$ cat src/include/prupk_pkg.sv
// Package of constants and types for the pixel rectangle unpacker
package prupk_pkg;

   // ----------------------------------------------------------------
   // Register map (word aligned byte addresses)
   // ----------------------------------------------------------------
   localparam logic [3:0] REG_CTRL = 4'h0;
   localparam logic [3:0] REG_ALIGN = 4'h4;
   localparam logic [3:0] REG_BASE = 4'h8;
   localparam logic [3:0] REG_SIZE = 4'hC;

   // CTRL write fields
   localparam int CTRL_START_BIT = 0;
   localparam int CTRL_CLRERR_BIT = 1;
   localparam int CTRL_FMT_LSB = 4;
   localparam int CTRL_TYPE_LSB = 8;
   // CTRL read fields
   localparam int STAT_BUSY_BIT = 0;
   localparam int STAT_RANGE_BIT = 2;
   localparam int STAT_COMBO_BIT = 3;

   localparam logic [3:0] ALIGN_RESET = 4'h4;
   localparam logic [31:0] READ_UNMAPPED = 32'hDEADBEEF;

   // ----------------------------------------------------------------
   // Formats and element types
   // ----------------------------------------------------------------
   typedef enum logic [2:0] {
      FMT_ALPHA = 3'h0,
      FMT_RGB = 3'h1,
      FMT_RGBA = 3'h2,
      FMT_GREY = 3'h3,
      FMT_GREY_ALPHA = 3'h4
   } prupk_fmt_e;

   typedef enum logic [1:0] {
      TYP_UBYTE = 2'h0,
      TYP_P565 = 2'h1,
      TYP_P4444 = 2'h2,
      TYP_P5551 = 2'h3
   } prupk_typ_e;

   // ----------------------------------------------------------------
   // Carriers
   // ----------------------------------------------------------------
   typedef struct packed {
      logic [7:0] r;
      logic [7:0] g;
      logic [7:0] b;
      logic [7:0] a;
   } prupk_rgba_s;

   typedef struct packed {
      logic [31:0] addr;
      logic [1:0] size_log2;
   } prupk_mreq_s;

   localparam logic [1:0] MSIZE_BYTE = 2'h0;
   localparam logic [1:0] MSIZE_HALF = 2'h1;
   localparam logic [7:0] NORM_ONE = 8'hFF;
   localparam logic [7:0] NORM_ZERO = 8'h00;

endpackage : prupk_pkg

$ cat src/prupk_top.sv
// Pixel rectangle unpacker: register slave, row walker, element fetch and RGBA expansion
`timescale 1ns/10ps
module prupk_top (
   input wire logic i_sys_clk,
   input wire logic i_rst,
   // Avalon-MM register slave
   input wire logic [3:0] i_avs_address,
   input wire logic i_avs_read,
   input wire logic i_avs_write,
   input wire logic [31:0] i_avs_writedata,
   input wire logic [3:0] i_avs_byteenable,
   output logic [31:0] o_avs_readdata,
   output logic o_avs_waitrequest,
   // Client memory element fetch
   output prupk_pkg::prupk_mreq_s o_mem_req,
   output logic o_mem_req_valid,
   input wire logic i_mem_req_ready,
   input wire logic [15:0] i_mem_rdata,
   input wire logic i_mem_rvalid,
   // Expanded group stream to image storage
   output prupk_pkg::prupk_rgba_s o_pix,
   output logic o_pix_valid,
   input wire logic i_pix_ready,
   output logic o_pix_last
);

   // ----------------------------------------------------------------
   // State
   // ----------------------------------------------------------------
   typedef enum logic [4:0] {
      ST_IDLE = 5'b00001,
      ST_REQ = 5'b00010,
      ST_WAIT = 5'b00100,
      ST_EMIT = 5'b01000,
      ST_SETUP = 5'b10000
   } prupk_st_e;

   prupk_st_e state;
   logic [3:0] align;
   logic [31:0] base;
   logic [15:0] width;
   logic [15:0] height;
   logic err_range;
   logic err_combo;
   // Settings captured at command time
   prupk_pkg::prupk_fmt_e cmd_fmt;
   prupk_pkg::prupk_typ_e cmd_typ;
   logic [3:0] cmd_align;
   logic [31:0] row_addr;
   logic [31:0] elem_addr;
   logic [31:0] stride;
   logic [15:0] col;
   logic [15:0] row;
   logic [1:0] eidx;
   logic [1:0] elems;
   logic [7:0] ebuf [0:3];
   logic [15:0] pword;
   logic acc_done;

   // ----------------------------------------------------------------
   // Command decode
   // ----------------------------------------------------------------
   wire bus_acc = (i_avs_read | i_avs_write) & ~acc_done;
   // Writes land on the answer edge, where the master sees waitrequest low
   wire bus_wr = i_avs_write & acc_done;
   wire wr_ctrl = bus_wr & (i_avs_address == prupk_pkg::REG_CTRL) & i_avs_byteenable[0];
   wire [2:0] w_fmt = i_avs_writedata[prupk_pkg::CTRL_FMT_LSB +: 3];
   wire [1:0] w_typ = i_avs_writedata[prupk_pkg::CTRL_TYPE_LSB +: 2];
   wire start_req = wr_ctrl & i_avs_writedata[prupk_pkg::CTRL_START_BIT];
   logic combo_ok;

   always_comb begin
      // Only the eight legal pairs; packed types must match component count
      case (w_typ)
         prupk_pkg::TYP_UBYTE: combo_ok = (w_fmt <= 3'(prupk_pkg::FMT_GREY_ALPHA));
         prupk_pkg::TYP_P565: combo_ok = (w_fmt == 3'(prupk_pkg::FMT_RGB));
         default: combo_ok = (w_fmt == 3'(prupk_pkg::FMT_RGBA));
      endcase
   end

   wire launch = start_req & combo_ok & (state == ST_IDLE);
   wire align_ok = (i_avs_writedata[3:0] == 4'h1) | (i_avs_writedata[3:0] == 4'h2) |
      (i_avs_writedata[3:0] == 4'h4) | (i_avs_writedata[3:0] == 4'h8);
   wire align_wr = bus_wr & (i_avs_address == prupk_pkg::REG_ALIGN) & i_avs_byteenable[0];

   // ----------------------------------------------------------------
   // Avalon slave: one wait cycle, answer on the second
   // ----------------------------------------------------------------
   always_ff @(posedge i_sys_clk or posedge i_rst) begin
      if (i_rst) begin
         acc_done <= 1'b0;
         o_avs_waitrequest <= 1'b1;
         o_avs_readdata <= 32'h0000_0000;
      end else begin
         acc_done <= bus_acc;
         o_avs_waitrequest <= ~bus_acc;
         if (bus_acc & i_avs_read) begin
            case (i_avs_address)
               prupk_pkg::REG_CTRL: o_avs_readdata <= {28'h0000000, err_combo, err_range, 1'b0, state != ST_IDLE};
               prupk_pkg::REG_ALIGN: o_avs_readdata <= {28'h0000000, align};
               prupk_pkg::REG_BASE: o_avs_readdata <= base;
               prupk_pkg::REG_SIZE: o_avs_readdata <= {height, width};
               default: o_avs_readdata <= prupk_pkg::READ_UNMAPPED;
            endcase
         end
      end
   end

   // ----------------------------------------------------------------
   // Settings registers
   // ----------------------------------------------------------------
   always_ff @(posedge i_sys_clk or posedge i_rst) begin
      if (i_rst) begin
         align <= prupk_pkg::ALIGN_RESET;
         base <= 32'h0000_0000;
         width <= 16'h0000;
         height <= 16'h0000;
      end else begin
         if (align_wr & align_ok) begin
            align <= i_avs_writedata[3:0];
         end
         if (bus_wr & (i_avs_address == prupk_pkg::REG_BASE)) begin
            base <= i_avs_writedata;
         end
         if (bus_wr & (i_avs_address == prupk_pkg::REG_SIZE)) begin
            width <= i_avs_writedata[15:0];
            height <= i_avs_writedata[31:16];
         end
      end
   end

   // Error flags: a new error wins over a clear in the same write
   always_ff @(posedge i_sys_clk or posedge i_rst) begin
      if (i_rst) begin
         err_range <= 1'b0;
         err_combo <= 1'b0;
      end else begin
         if (align_wr & ~align_ok) begin
            err_range <= 1'b1;
         end else if (wr_ctrl & i_avs_writedata[prupk_pkg::CTRL_CLRERR_BIT]) begin
            err_range <= 1'b0;
         end
         if (start_req & ~combo_ok) begin
            err_combo <= 1'b1;
         end else if (wr_ctrl & i_avs_writedata[prupk_pkg::CTRL_CLRERR_BIT]) begin
            err_combo <= 1'b0;
         end
      end
   end

   // ----------------------------------------------------------------
   // Row stride: s*n*l bytes, padded to alignment for bytes and packed words alike
   // ----------------------------------------------------------------
   logic [31:0] row_bytes;
   logic [31:0] stride_calc;

   always_comb begin
      // Packed words count as a one-element group of two bytes
      if (cmd_typ != prupk_pkg::TYP_UBYTE) begin
         row_bytes = {15'h0000, width, 1'b0};
      end else begin
         row_bytes = 32'(width) * 32'({2'b00, elems} + 4'h1);
      end
      // s*n*l rounded up to a multiple of a equals (a/s)*ceil(s*n*l/a) in elements
      stride_calc = (row_bytes + 32'(cmd_align) - 32'h1) & ~(32'(cmd_align) - 32'h1);
      // Element sizes are 8 or 16 bits only, so the odd-width fallback never applies
      if ((cmd_typ != prupk_pkg::TYP_UBYTE) && (cmd_align <= 4'h2)) begin
         stride_calc = row_bytes;
      end
   end

   // ----------------------------------------------------------------
   // Walker
   // ----------------------------------------------------------------
   wire last_elem = (eidx == elems);
   wire last_col = (col == width - 16'h1);
   wire last_row = (row == height - 16'h1);

   always_ff @(posedge i_sys_clk or posedge i_rst) begin
      if (i_rst) begin
         state <= ST_IDLE;
         cmd_fmt <= prupk_pkg::FMT_RGBA;
         cmd_typ <= prupk_pkg::TYP_UBYTE;
         cmd_align <= prupk_pkg::ALIGN_RESET;
         elems <= 2'h0;
         stride <= 32'h0000_0000;
         row_addr <= 32'h0000_0000;
         elem_addr <= 32'h0000_0000;
         col <= 16'h0000;
         row <= 16'h0000;
         eidx <= 2'h0;
      end else begin
         case (state)
            ST_IDLE: begin
               if (launch) begin
                  cmd_fmt <= prupk_pkg::prupk_fmt_e'(w_fmt);
                  cmd_typ <= prupk_pkg::prupk_typ_e'(w_typ);
                  cmd_align <= align;
                  case (w_fmt)
                     3'(prupk_pkg::FMT_RGB): elems <= (w_typ == 2'(prupk_pkg::TYP_UBYTE)) ? 2'h2 : 2'h0;
                     3'(prupk_pkg::FMT_RGBA): elems <= (w_typ == 2'(prupk_pkg::TYP_UBYTE)) ? 2'h3 : 2'h0;
                     3'(prupk_pkg::FMT_GREY_ALPHA): elems <= 2'h1;
                     default: elems <= 2'h0;
                  endcase
                  row_addr <= base;
                  elem_addr <= base;
                  col <= 16'h0000;
                  row <= 16'h0000;
                  eidx <= 2'h0;
                  state <= ((width == 16'h0000) || (height == 16'h0000)) ? ST_IDLE : ST_SETUP;
               end
            end
            ST_SETUP: begin
               stride <= stride_calc;
               state <= ST_REQ;
            end
            ST_REQ: begin
               if (i_mem_req_ready) begin
                  state <= ST_WAIT;
               end
            end
            ST_WAIT: begin
               if (i_mem_rvalid) begin
                  elem_addr <= elem_addr + ((cmd_typ == prupk_pkg::TYP_UBYTE) ? 32'h1 : 32'h2);
                  if (last_elem) begin
                     state <= ST_EMIT;
                  end else begin
                     eidx <= eidx + 2'h1;
                     state <= ST_REQ;
                  end
               end
            end
            ST_EMIT: begin
               if (o_pix_valid & i_pix_ready) begin
                  eidx <= 2'h0;
                  if (last_col) begin
                     col <= 16'h0000;
                     row <= row + 16'h1;
                     row_addr <= row_addr + stride;
                     elem_addr <= row_addr + stride;
                     state <= last_row ? ST_IDLE : ST_REQ;
                  end else begin
                     col <= col + 16'h1;
                     state <= ST_REQ;
                  end
               end
            end
            default: state <= ST_IDLE;
         endcase
      end
   end

   // ----------------------------------------------------------------
   // Memory request outputs
   // ----------------------------------------------------------------
   always_ff @(posedge i_sys_clk or posedge i_rst) begin
      if (i_rst) begin
         o_mem_req <= '0;
         o_mem_req_valid <= 1'b0;
      end else begin
         o_mem_req_valid <= (state == ST_SETUP) | (state == ST_WAIT & i_mem_rvalid & ~last_elem) |
            (state == ST_EMIT & o_pix_valid & i_pix_ready & ~(last_col & last_row)) |
            (state == ST_REQ & ~i_mem_req_ready);
         if (state == ST_WAIT & i_mem_rvalid) begin
            o_mem_req.addr <= elem_addr + ((cmd_typ == prupk_pkg::TYP_UBYTE) ? 32'h1 : 32'h2);
         end else if (state == ST_EMIT & last_col) begin
            o_mem_req.addr <= row_addr + stride;
         end else if (state == ST_SETUP) begin
            o_mem_req.addr <= elem_addr;
         end
         o_mem_req.size_log2 <= (cmd_typ == prupk_pkg::TYP_UBYTE) ? prupk_pkg::MSIZE_BYTE : prupk_pkg::MSIZE_HALF;
      end
   end

   // Element capture, one slot per element position
   genvar gi;
   generate
      for (gi = 0; gi < 4; gi++) begin : g_ebuf
         always_ff @(posedge i_sys_clk or posedge i_rst) begin
            if (i_rst) begin
               ebuf[gi] <= 8'h00;
            end else if (state == ST_WAIT & i_mem_rvalid & eidx == 2'(gi)) begin
               ebuf[gi] <= i_mem_rdata[7:0];
            end
         end
      end
   endgenerate

   always_ff @(posedge i_sys_clk or posedge i_rst) begin
      if (i_rst) begin
         pword <= 16'h0000;
      end else if (state == ST_WAIT & i_mem_rvalid) begin
         pword <= i_mem_rdata;
      end
   end

   // ----------------------------------------------------------------
   // Normalization to 8-bit unit values and RGBA expansion
   // ----------------------------------------------------------------
   // Bit replication: exact at both ends, within one step of c/(2^b-1) between
   function automatic logic [7:0] norm5(input logic [4:0] v);
      norm5 = {v, v[4:2]};
   endfunction : norm5

   function automatic logic [7:0] norm6(input logic [5:0] v);
      norm6 = {v, v[5:4]};
   endfunction : norm6

   function automatic logic [7:0] norm4(input logic [3:0] v);
      norm4 = {v, v};
   endfunction : norm4

   prupk_pkg::prupk_rgba_s next_pix;

   always_comb begin
      next_pix = '{r: prupk_pkg::NORM_ZERO, g: prupk_pkg::NORM_ZERO, b: prupk_pkg::NORM_ZERO,
         a: prupk_pkg::NORM_ONE};
      case (cmd_typ)
         // Fields are unsigned, MSB first; pword is right-justified already
         prupk_pkg::TYP_P565: begin
            next_pix.r = norm5(pword[15:11]);
            next_pix.g = norm6(pword[10:5]);
            next_pix.b = norm5(pword[4:0]);
         end
         prupk_pkg::TYP_P4444: begin
            next_pix.r = norm4(pword[15:12]);
            next_pix.g = norm4(pword[11:8]);
            next_pix.b = norm4(pword[7:4]);
            next_pix.a = norm4(pword[3:0]);
         end
         prupk_pkg::TYP_P5551: begin
            next_pix.r = norm5(pword[15:11]);
            next_pix.g = norm5(pword[10:6]);
            next_pix.b = norm5(pword[5:1]);
            next_pix.a = {8{pword[0]}};
         end
         default: begin
            // Bytes are already unit values over 255
            case (cmd_fmt)
               prupk_pkg::FMT_ALPHA: next_pix.a = ebuf[0];
               prupk_pkg::FMT_RGB: begin
                  next_pix.r = ebuf[0];
                  next_pix.g = ebuf[1];
                  next_pix.b = ebuf[2];
               end
               prupk_pkg::FMT_GREY: begin
                  next_pix.r = ebuf[0];
                  next_pix.g = ebuf[0];
                  next_pix.b = ebuf[0];
               end
               prupk_pkg::FMT_GREY_ALPHA: begin
                  next_pix.r = ebuf[0];
                  next_pix.g = ebuf[0];
                  next_pix.b = ebuf[0];
                  next_pix.a = ebuf[1];
               end
               default: begin
                  next_pix.r = ebuf[0];
                  next_pix.g = ebuf[1];
                  next_pix.b = ebuf[2];
                  next_pix.a = ebuf[3];
               end
            endcase
         end
      endcase
   end

   // ----------------------------------------------------------------
   // Output stream
   // ----------------------------------------------------------------
   always_ff @(posedge i_sys_clk or posedge i_rst) begin
      if (i_rst) begin
         o_pix <= '0;
         o_pix_valid <= 1'b0;
         o_pix_last <= 1'b0;
      end else begin
         // Valid rises together with settled group data, never ahead of it
         if (state == ST_EMIT & ~o_pix_valid) begin
            o_pix_valid <= 1'b1;
            o_pix_last <= last_col & last_row;
            o_pix <= next_pix;
         end else if (o_pix_valid & i_pix_ready) begin
            o_pix_valid <= 1'b0;
            o_pix_last <= 1'b0;
         end
      end
   end

endmodule : prupk_top

$ cat config.mk
export PLATFORM = sky130hd
export DESIGN_NAME = prupk_top
export DESIGN_NICKNAME = d
export VERILOG_FILES = /design/src/include/prupk_pkg.sv /design/src/prupk_top.sv
export SDC_FILE = /design/constraint.sdc
export NUM_CORES = 1
export LEC_CHECK = 0
export BUFFER_PORTS_ARGS = -buffer_cell sky130_fd_sc_hd__buf_4
export CORE_UTILIZATION = 55
export CTS_CLUSTER_DIAMETER = 120
export DETAILED_ROUTE_END_ITERATION = 16
export PLACE_DENSITY_LB_ADDON = 0.08
export SYNTH_ARGS = -nofsm -noshare
export SYNTH_HDL_FRONTEND = slang
export SYNTH_SLANG_ARGS = --single-unit
$ cat constraint.sdc
create_clock -name i_sys_clk -period 16.3 [get_ports i_sys_clk]
set_input_delay 4.89 -clock i_sys_clk [delete_from_list [all_inputs] [get_ports i_sys_clk]]
set_output_delay 4.89 -clock i_sys_clk [all_outputs]
set_load 0.02 [all_outputs]
==> flow_metrics.py, run 1 <==
metrics = {
    "die": {
        "fp.dieH_um": 206,
        "core_area_um2": 40800,
        "floorplan.initialDensity_pct": 55.8,
        "die_area_um2": 42200,
        "rows": 74,
        "die_width_um": 206,
        "boundaryPins": 165,
    },
    "timing": {
        "worstMarginPinSlew_ps": 1230,
        "hold_ws_ps": 476,
        "clock.fmax_mhz": 128,
        "post-route-min-period_ps": 7820,
        "fin_skew_ps": 28.9,
        "slew_violations": 0,
        "setup_viol": 0,
        "relSlewSlack_pct": 17.6,
        "finalSetupTns_ps": 0,
        "final-hold-violation-count": 0,
        "period_share_pct": 48.0,
        "rsz0062_at_grt": "false",
    },
    "synth": {
        "synth_largest_area_cell": "dfrtp_1",
        "synth_area_leaders": "dfrtp_1 (40%), nand2_1 (5.7%), mux2_2 (4.9%)",
        "synth_edf_count": 0,
        "syn_inst": 2582,
        "ys_seq_area_share_pct": 40.2,
        "synth-seq-cells": 366,
        "synth_top_cell_area_share_pct": 39.7,
        "syn-cell-area_um2": 22800,
        "ys_types": 89,
        "synth_ff_type": "dfrtp_1",
        "synth_area_per_cell_um2": 8.82,
        "async_reset_ff_share_pct": 100,
        "ys_warn_count": 0,
        "synth_nets": 2750,
    },
    "drt": {
        "routedWlPerCell_um": 21.8,
        "drt_iter0_markers": 1620,
        "routed-via-count": 19969,
        "drc_errors": 0,
        "dr.pass1.iters": 8,
        "routed_wl_mm": 70.1,
        "avgViaCountPerCell": 6.20,
        "ant_nets": 0,
    },
    "worst_setup_path": {
        "cp-start-kind": "input port",
        "crit_path_max_incr_delay_ps": 590,
        "path_max_fanout": 24,
        "reg2regPathDepth": 21,
        "path_cells": "buf_4 > nor4_1 > and4_1 > o211ai_2 > buf_4 > a21oi_2 > nand2_1 > o22ai_2 > nand2_2 > nor4_1 > xnor2_1 > nor2_1",
        "worstPathArrival_ps": 8270,
        "crit_path_end_kind": "flop",
        "crit_type": "in -> reg",
        "crit_required_ps": 16750,
        "r2r_setup_slack_ps": 9830,
        "slowest_stage": "nor4_1",
    },
    "clocking": {
        "cts_setup_buffers": 0,
        "insertion_delay_ps": 580,
        "cts_buffers": 42,
        "clock_path_buffers": 3,
        "cts_resized": 0,
        "clkTransAtPathRegs_ps": 60,
        "cts.sinks": 366,
        "cts-root-buf": "clkbuf_16",
        "hold_buffers": 0,
        "h-tree-depth": 2,
        "cts_tree": "yes",
    },
    "run_status": {
        "outcome": "finished, final reports clean",
    },
    "global_route": {
        "grt_max_degree": 104,
        "antenna_found_initial": 1,
        "overflow": 0,
        "grt_pass1_wl_mm": 110,
        "grt_usage_pct": 33.8,
        "grt_pass1_vias": 19259,
    },
    "power_and_ir_drop": {
        "ir_drop_mv": 0.122,
        "leakagePower_nw": 11.8,
        "p_per_area_nw_per_um2": 149,
        "power.total_w": 0.00385,
    },
    "finish": {
        "diodes": 0,
        "fin_util_pct": 63.2,
        "syn2layout_area_growth_pct": 13.4,
        "nets": 2823,
        "drive_gt1_share_pct": 15.2,
        "final_area_um2": 25800,
    },
    "min_path": {
        "hold_class": "reg -> reg",
        "hold_depth": 2,
    },
    "placed_design": {
        "place_area_um2": 24300,
        "numPortBuffers": 160,
        "dp_hpwl_mm": 50.2,
        "gp_congestion": 0.922,
    },
    "flow_run": {
        "maxCapViolCount": 0,
    },
}
==> sequential cells by signal, summed over array words and instances (netlist names), 2 cells and up <==
register / cells
o_mem_req: 33
base: 32
ebuf: 32
elem_addr: 32
o_avs_readdata: 32
o_pix: 32
row_addr: 32
stride: 32
col: 16
height: 16
pword: 16
row: 16
width: 16
state: 5
align: 4
cmd_align: 4
cmd_fmt: 3
cmd_typ: 2
eidx: 2
elems: 2
==> worst paths after layout <==
kind / start / to
max: i_avs_address[1] / row[14]
max in group asynchronous: i_rst / o_mem_req[20]
min reg2reg: o_pix[11] / o_pix[11]
min in group asynchronous: i_rst / o_avs_readdata[3]
min: o_pix[11] / o_pix[11]
max reg2reg: elems[0] / stride[20]
==> per-stage QoR <==
| stage | instances | worst slack [ps] |
|---|---|---|
| CTS | 3221 | 8530 |
| detailed placement | 3143 | 7950 |
| global placement | 3143 | 7920 |
| finish | 3221 | 8480 |
| global route | 3221 | 8260 |
| floorplan | 2582 | 1260 |
==> layer usage <==
layer | global-route usage, % | part of all wire [%] | wire, µm | up-vias
met1 | 44.4 | 42 | 29300 | 9790
li1 | - | - | - | 9298
met2 | 54.7 | 47 | 32600 | 734
met4 | 14.8 | 4.4 | 3100 | 2
met3 | 6.11 | 7.2 | 5070 | 145
met5 | 0 | 0.013 | 9 | -
==> cells in the mapped netlist, drive strengths merged, types with 14 or more instances <==
master    n
dfrtp   361
nand2   348
nor2    284
a21oi   179
o21ai   156
clkbuf  135
inv     100
mux2    100
ha       87
xnor2    87
a221oi   68
xor2     57
a31oi    54
nand3    52
and3     41
a21o     35
nor3     34
and2     29
nand2b   27
buf      26
mux2i    25
a211oi   20
nand4    20
fa       18
a22oi    17
nor2b    17
o211ai   17
o21a     14
==> cell usage in the layout (no fill, tap or decap), types with 9 or more instances in the layout <==
cell type,n
a21oi_1,177
mux2_2,100
xnor2_1,87
or2_2,10
o22ai_1,12
a31oi_1,54
nor2b_1,16
a211oi_1,20
nor2_1,282
fa_1,18
clkbuf_16,43
nand2_1,344
nand3_1,51
nor4_1,10
o21a_1,14
mux2i_1,25
buf_4,190
and2_1,28
nand4_1,18
nand2b_1,27
inv_1,99
a21o_1,35
o21bai_1,9
o21ai_0,154
dfrtp_1,361
o211ai_1,16
and3_1,41
nor3_1,31
a22oi_1,17
xor2_1,57
a221oi_1,68
ha_1,87
==> critical path: cells and delay by family <==
kind	cells	cell delay (ps)
and+or+nand+nor	6	2160
AOI/OAI and AO/OA	3	740
buffers and inverters	2	320
xor gates and xnor gates	1	170
==> cell families (layout without fill, tap and decap cells) <==
logic type                 after synthesis  in the layout  share of synthesized area (%)
and+or+nand+nor                        915            915                           18.4
buffers and inverters                  262            369                           4.40
DFF                                    366            366                           40.2
adders and majority gates              105            105                           6.36
muxes                                  127            127                           6.24
xor gates and xnor gates               144            144                           5.54
other                                    1              1                         0.0165
AOI/OAI and AO/OA                      662            662                           18.8
==> report_power, final <==
part           total (W)  leakage, nW  switching, W  internal (W)
Clock            0.00104        0.748      0.000406      0.000637
Combinational    0.00140         6.41      0.000823      0.000580
Sequential       0.00140         4.69      0.000279       0.00112
Total            0.00385         11.8       0.00151       0.00234
==> area by class of cell <==
cell class,instances,area [µm²]
fill,3552,15000
multi-input combinational,1954,12600
sequential,366,9170
timing repair buffer,190,1430
clock buffer,58,1210
tap,532,666
inverter,101,387
clock inverter,20,327
Note: power is estimated with default switching activity, not from simulation.
==> run 2, diff against run 1 <==
- clock period: 16.3 -> 7.4 ns (I/O delays scaled with it)
==> flow_metrics.py, run 2 (synthesis results as in run 1) <==
metrics = {
    "clocking": {
        "h-tree-depth": 2,
        "cts_setup_buffers": 0,
        "cts.sinks": 366,
        "clock_path_buffers": 3,
        "cts_buffers": 43,
        "insertion_delay_ps": 580,
        "cts_tree": "yes",
        "hold_buffers": 0,
        "cts-root-buf": "clkbuf_16",
        "clkTransAtPathRegs_ps": 60,
        "cts_resized": 0,
    },
    "finish": {
        "seq_area_um2": 9170,
        "largest_reg_flops": 33,
        "fin_util_pct": 63.1,
        "mostFrequentLayoutCells": "dfrtp_1 (361), nand2_1 (344), nor2_1 (282)",
        "multi_input_comb_area_um2": 12600,
        "instances_no_fill": 3224,
        "syn2layout_area_growth_pct": 13.2,
        "nFillCells": 3469,
        "drive_gt1_share_pct": 15.0,
        "final_common_cell": "dfrtp_1",
        "top_register": "o_mem_req",
        "nets": 2825,
    },
    "timing": {
        "rsz0062_at_grt": "false",
        "relSlewSlack_pct": 19.8,
        "final-hold-violation-count": 0,
        "fin_skew_ps": 30.9,
        "fin_ws_ps": 1230,
        "finalSetupTns_ps": 0,
        "post-route-min-period_ps": 6170,
        "worstMarginPinSlew_ps": 1200,
        "setup_viol": 0,
        "clock.fmax_mhz": 162,
        "period_share_pct": 83.4,
        "slew_violations": 0,
    },
    "global_route": {
        "antenna_found_initial": 2,
        "grt_usage_pct": 33.8,
        "overflow": 0,
        "grt_max_degree": 135,
        "grt_pass1_wl_mm": 110,
        "grt_pass1_vias": 19289,
    },
    "min_path": {
        "hold_depth": 2,
        "min_to": "o_pix[8]",
        "min_from": "o_pix[8]",
        "hold_class": "reg -> reg",
    },
    "drt": {
        "avgViaCountPerCell": 6.19,
        "drt_iter0_markers": 1704,
        "routedWlPerCell_um": 21.9,
        "routed-via-count": 19955,
        "drc_errors": 0,
        "routed_wl_mm": 70.5,
        "ant_nets": 0,
        "dr.pass1.iters": 5,
    },
    "worst_setup_path": {
        "crit_required_ps": 7910,
        "rr_endpoint": "stride[26]",
        "r2r_start": "elems[0]",
        "crit_type": "reg -> reg",
        "crit_path_end_kind": "flop",
        "worstPathArrival_ps": 6680,
        "r2r_setup_slack_ps": 1230,
        "reg2regPathDepth": 19,
        "cp-start-kind": "flop",
        "path_max_fanout": 19,
    },
    "die": {
        "core_area_um2": 40800,
        "die_width_um": 206,
        "die_area_um2": 42200,
        "fp.dieH_um": 206,
        "floorplan.initialDensity_pct": 55.8,
        "rows": 74,
        "boundaryPins": 165,
    },
    "flow_run": {
        "maxCapViolCount": 0,
    },
    "placed_design": {
        "gp_congestion": 0.986,
        "dp_cells": 3144,
        "numPortBuffers": 160,
        "dp_hpwl_mm": 50.5,
        "place_ws_ps": 1320,
    },
    "power_and_ir_drop": {
        "ir_drop_mv": 0.198,
        "leakagePower_nw": 11.8,
        "p_per_area_nw_per_um2": 324,
    },
    "run_status": {
        "outcome": "finished, final reports clean",
    },
}
## run 2: where the power goes
group	leakage, nW	switching (W)	total [W]	internal (W)
registers	4.69	0.000609	0.00308	0.00247
logic	6.42	0.00181	0.00309	0.00128
clock network	0.709	0.000862	0.00220	0.00134
total	11.8	0.00328	0.00836	0.00508
## run 2: area by class of cell
class,count,share of cell area [%]
diodes,2,0.0194
clock buffers,65,4.84
clock inverters,13,0.777
inverters,101,1.49
multi-input cells,1954,49.0
flip-flops and latches,366,35.6
well taps,532,2.58
repair buffers,191,5.71
## run 2: metal layers
layer | global-route usage, % | wire length [µm]
met1 | 44.3 | 29800
met2 | 55.1 | 32900
met4 | 15.5 | 3430
met5 | 0 | 0
met3 | 5.13 | 4300
## run 2: through the flow
step,power (W),hold slack (ps),cell area [µm²]
global route,0.00886,505,25800
finish,0.00836,481,25800
CTS,0.00835,485,25800
global placement,0.00604,460,24300
floorplan,0.00511,443,22800
detailed placement,0.00614,473,24300
## run 2: how the worst max path moves through the flow
stage,startpoint,to,slack (ps),depth (start not counted)
5_1_grt,elems[0],stride[25],620,21
6_report,elems[0],stride[26],1230,19
2_1_floorplan,i_rst,acc_done,270,1
3_5_place_dp,elems[0],stride[30],1320,22
4_1_cts,elems[0],stride[26],1320,22
3_3_place_gp,i_avs_address[1],row[14],1390,11
## run 2: critical path, stage by stage, from the launching register on
cell and delay [ps]:
dfrtp_1 740, ha_1 520, and2_1 270, fa_1 510
ha_1 170, inv_1 50, fa_1 370, nor2b_1 210
o31a_1 220, o21ai_0 160, and3_1 200, o31ai_1 530
ha_1 410, a21oi_1 230, o21bai_1 90, a21o_1 200
nor3_1 120, o21ai_0 140, a31oi_1 820, a21o_1 150
==> run 3, diff against run 2 <==
- clock period: 7.4 -> 5.62 ns (I/O delays scaled with it)
==> flow_metrics.py, run 3 (synthesis results as in run 1) <==
metrics = {
    "worst_setup_path": {
        "r2r_start": "elems[1]",
        "crit_type": "reg -> reg",
        "rr_endpoint": "stride[15]",
        "r2r_setup_slack_ps": 370,
        "path_max_fanout": 6,
        "critPathLaunch": "elems[1]",
        "crit_path_end_kind": "flop",
        "endpoint": "stride[15]",
        "worstPathArrival_ps": 5690,
        "reg2regPathDepth": 21,
        "cp-start-kind": "flop",
        "crit_required_ps": 6060,
    },
    "finish": {
        "top_register": "o_mem_req",
        "syn2layout_area_growth_pct": 13.8,
        "drive_gt1_share_pct": 15.9,
        "final_area_um2": 25900,
        "mostFrequentLayoutCells": "dfrtp_1 (361), nand2_1 (344), nor2_1 (282)",
        "instances_no_fill": 3243,
        "final_common_cell": "dfrtp_1",
        "fin_util_pct": 63.5,
        "nets": 2847,
        "largest_reg_flops": 33,
    },
    "timing": {
        "relSlewSlack_pct": 21.2,
        "period_share_pct": 93.5,
        "slew_violations": 0,
        "fin_skew_ps": 27.9,
        "final-hold-violation-count": 0,
        "post-route-min-period_ps": 5250,
        "rsz0062_at_grt": "false",
        "worstMarginPinSlew_ps": 1180,
        "clock.fmax_mhz": 190,
        "setup_viol": 0,
    },
    "global_route": {
        "grt_max_degree": 164,
        "grt_pass1_wl_mm": 111,
        "grt_usage_pct": 34.1,
        "antenna_found_initial": 4,
        "grt_pass1_vias": 19762,
        "overflow": 0,
    },
    "clocking": {
        "cts-root-buf": "clkbuf_16",
        "clock_path_buffers": 3,
        "cts_setup_buffers": 0,
        "h-tree-depth": 2,
        "cts_tree": "yes",
        "cts.sinks": 366,
        "cts_buffers": 41,
        "insertion_delay_ps": 570,
        "clkTransAtPathRegs_ps": 70,
    },
    "die": {
        "rows": 74,
        "boundaryPins": 165,
        "floorplan.initialDensity_pct": 55.8,
        "core_area_um2": 40800,
        "die_width_um": 206,
        "die_area_um2": 42200,
        "fp.dieH_um": 206,
    },
    "drt": {
        "drc_errors": 0,
        "routed-via-count": 20282,
        "ant_nets": 0,
        "dr.pass1.iters": 7,
        "avgViaCountPerCell": 6.25,
        "drt_iter0_markers": 1856,
        "routed_wl_mm": 70.8,
        "routedWlPerCell_um": 21.8,
    },
    "placed_design": {
        "dp_hpwl_mm": 51.4,
        "gp_congestion": 0.929,
        "place_area_um2": 24500,
        "dp_cells": 3168,
        "numPortBuffers": 160,
    },
    "min_path": {
        "hold_class": "reg -> reg",
    },
    "flow_run": {
        "maxCapViolCount": 0,
    },
    "power_and_ir_drop": {
        "ir_drop_mv": 0.271,
        "leakagePower_nw": 11.9,
        "p_per_area_nw_per_um2": 422,
    },
    "run_status": {
        "outcome": "finished, final reports clean",
    },
}
-- run 3: cell count changes in the layout (fill, tap and decap cells not counted), moves of 2 or more --
cell       delta
clkbuf_8      +5
bufinv_16     -3
clkbuf_1      -5
o21ai_1       +2
buf_4        +23
o21ai_0       -2
-- run 3: metal layers --
metal	wire, µm	GRT usage, %
met3	5270	5.42
met4	3790	18.9
met5	13	0
met2	32900	54.6
met1	28800	44.1
-- run 3: how the worst min path moves through the flow --
stage                           from          to  slack [ps]  cells after the start
final                      o_pix[15]   o_pix[15]         480                      2
after CTS                  o_pix[15]   o_pix[15]         480                      2
after global routing      stride[24]  stride[24]         500                      1
after floorplan            stride[0]   stride[0]         440                      2
after detailed placement   o_pix[15]   o_pix[15]         470                      2
after global placement     o_pix[15]   o_pix[15]         460                      2
-- run 3: critical path, stage by stage (launching register included) --
cell,delay [ps]
dfrtp_1,480
ha_1,420
nand2_1,110
fa_1,520
inv_1,40
ha_1,360
a21o_1,180
a21oi_1,240
nand2_1,120
xnor2_1,150
nand2_1,70
nand2_1,120
inv_1,60
ha_1,370
a2111oi_0,420
a21oi_1,170
a31oi_1,340
a221oi_1,200
a21o_1,210
a21oi_1,170
xnor2_1,100
a221o_1,290
-- run 3: where the power goes --
part	internal [W]	switching, W	total (W)
registers	0.00325	0.000756	0.00401
clock network	0.00164	0.00111	0.00276
logic	0.00173	0.00245	0.00418
-- run 3: per-stage QoR --
stage          setup TNS (ps)  setup slack, ps  total power [W]  hold WS (ps)
2_1_floorplan         -350940             -972          0.00673           443
3_3_place_gp                0              352          0.00801           458
3_5_place_dp                0              226          0.00814           469
4_1_cts                     0              188           0.0109           482
5_1_grt                     0             50.6           0.0116           502
6_report                    0              366           0.0109           479
-- run 3: cell type report --
cell class	instances	area, µm²
Sequential cell	366	9170
Clock inverter	8	101
Fill cell	3485	14900
Inverter	101	383
Multi-Input combinational cell	1954	12700
Clock buffer	64	1270
Timing Repair Buffer	215	1660
Antenna cell	3	7.51
Tap cell	532	666
-- run 3: timing repair --
action | in CTS | in global routing
resized for setup | 0 | 6
endpoints found under the setup margin | 0 | 17
hold buffers | 0 | 0
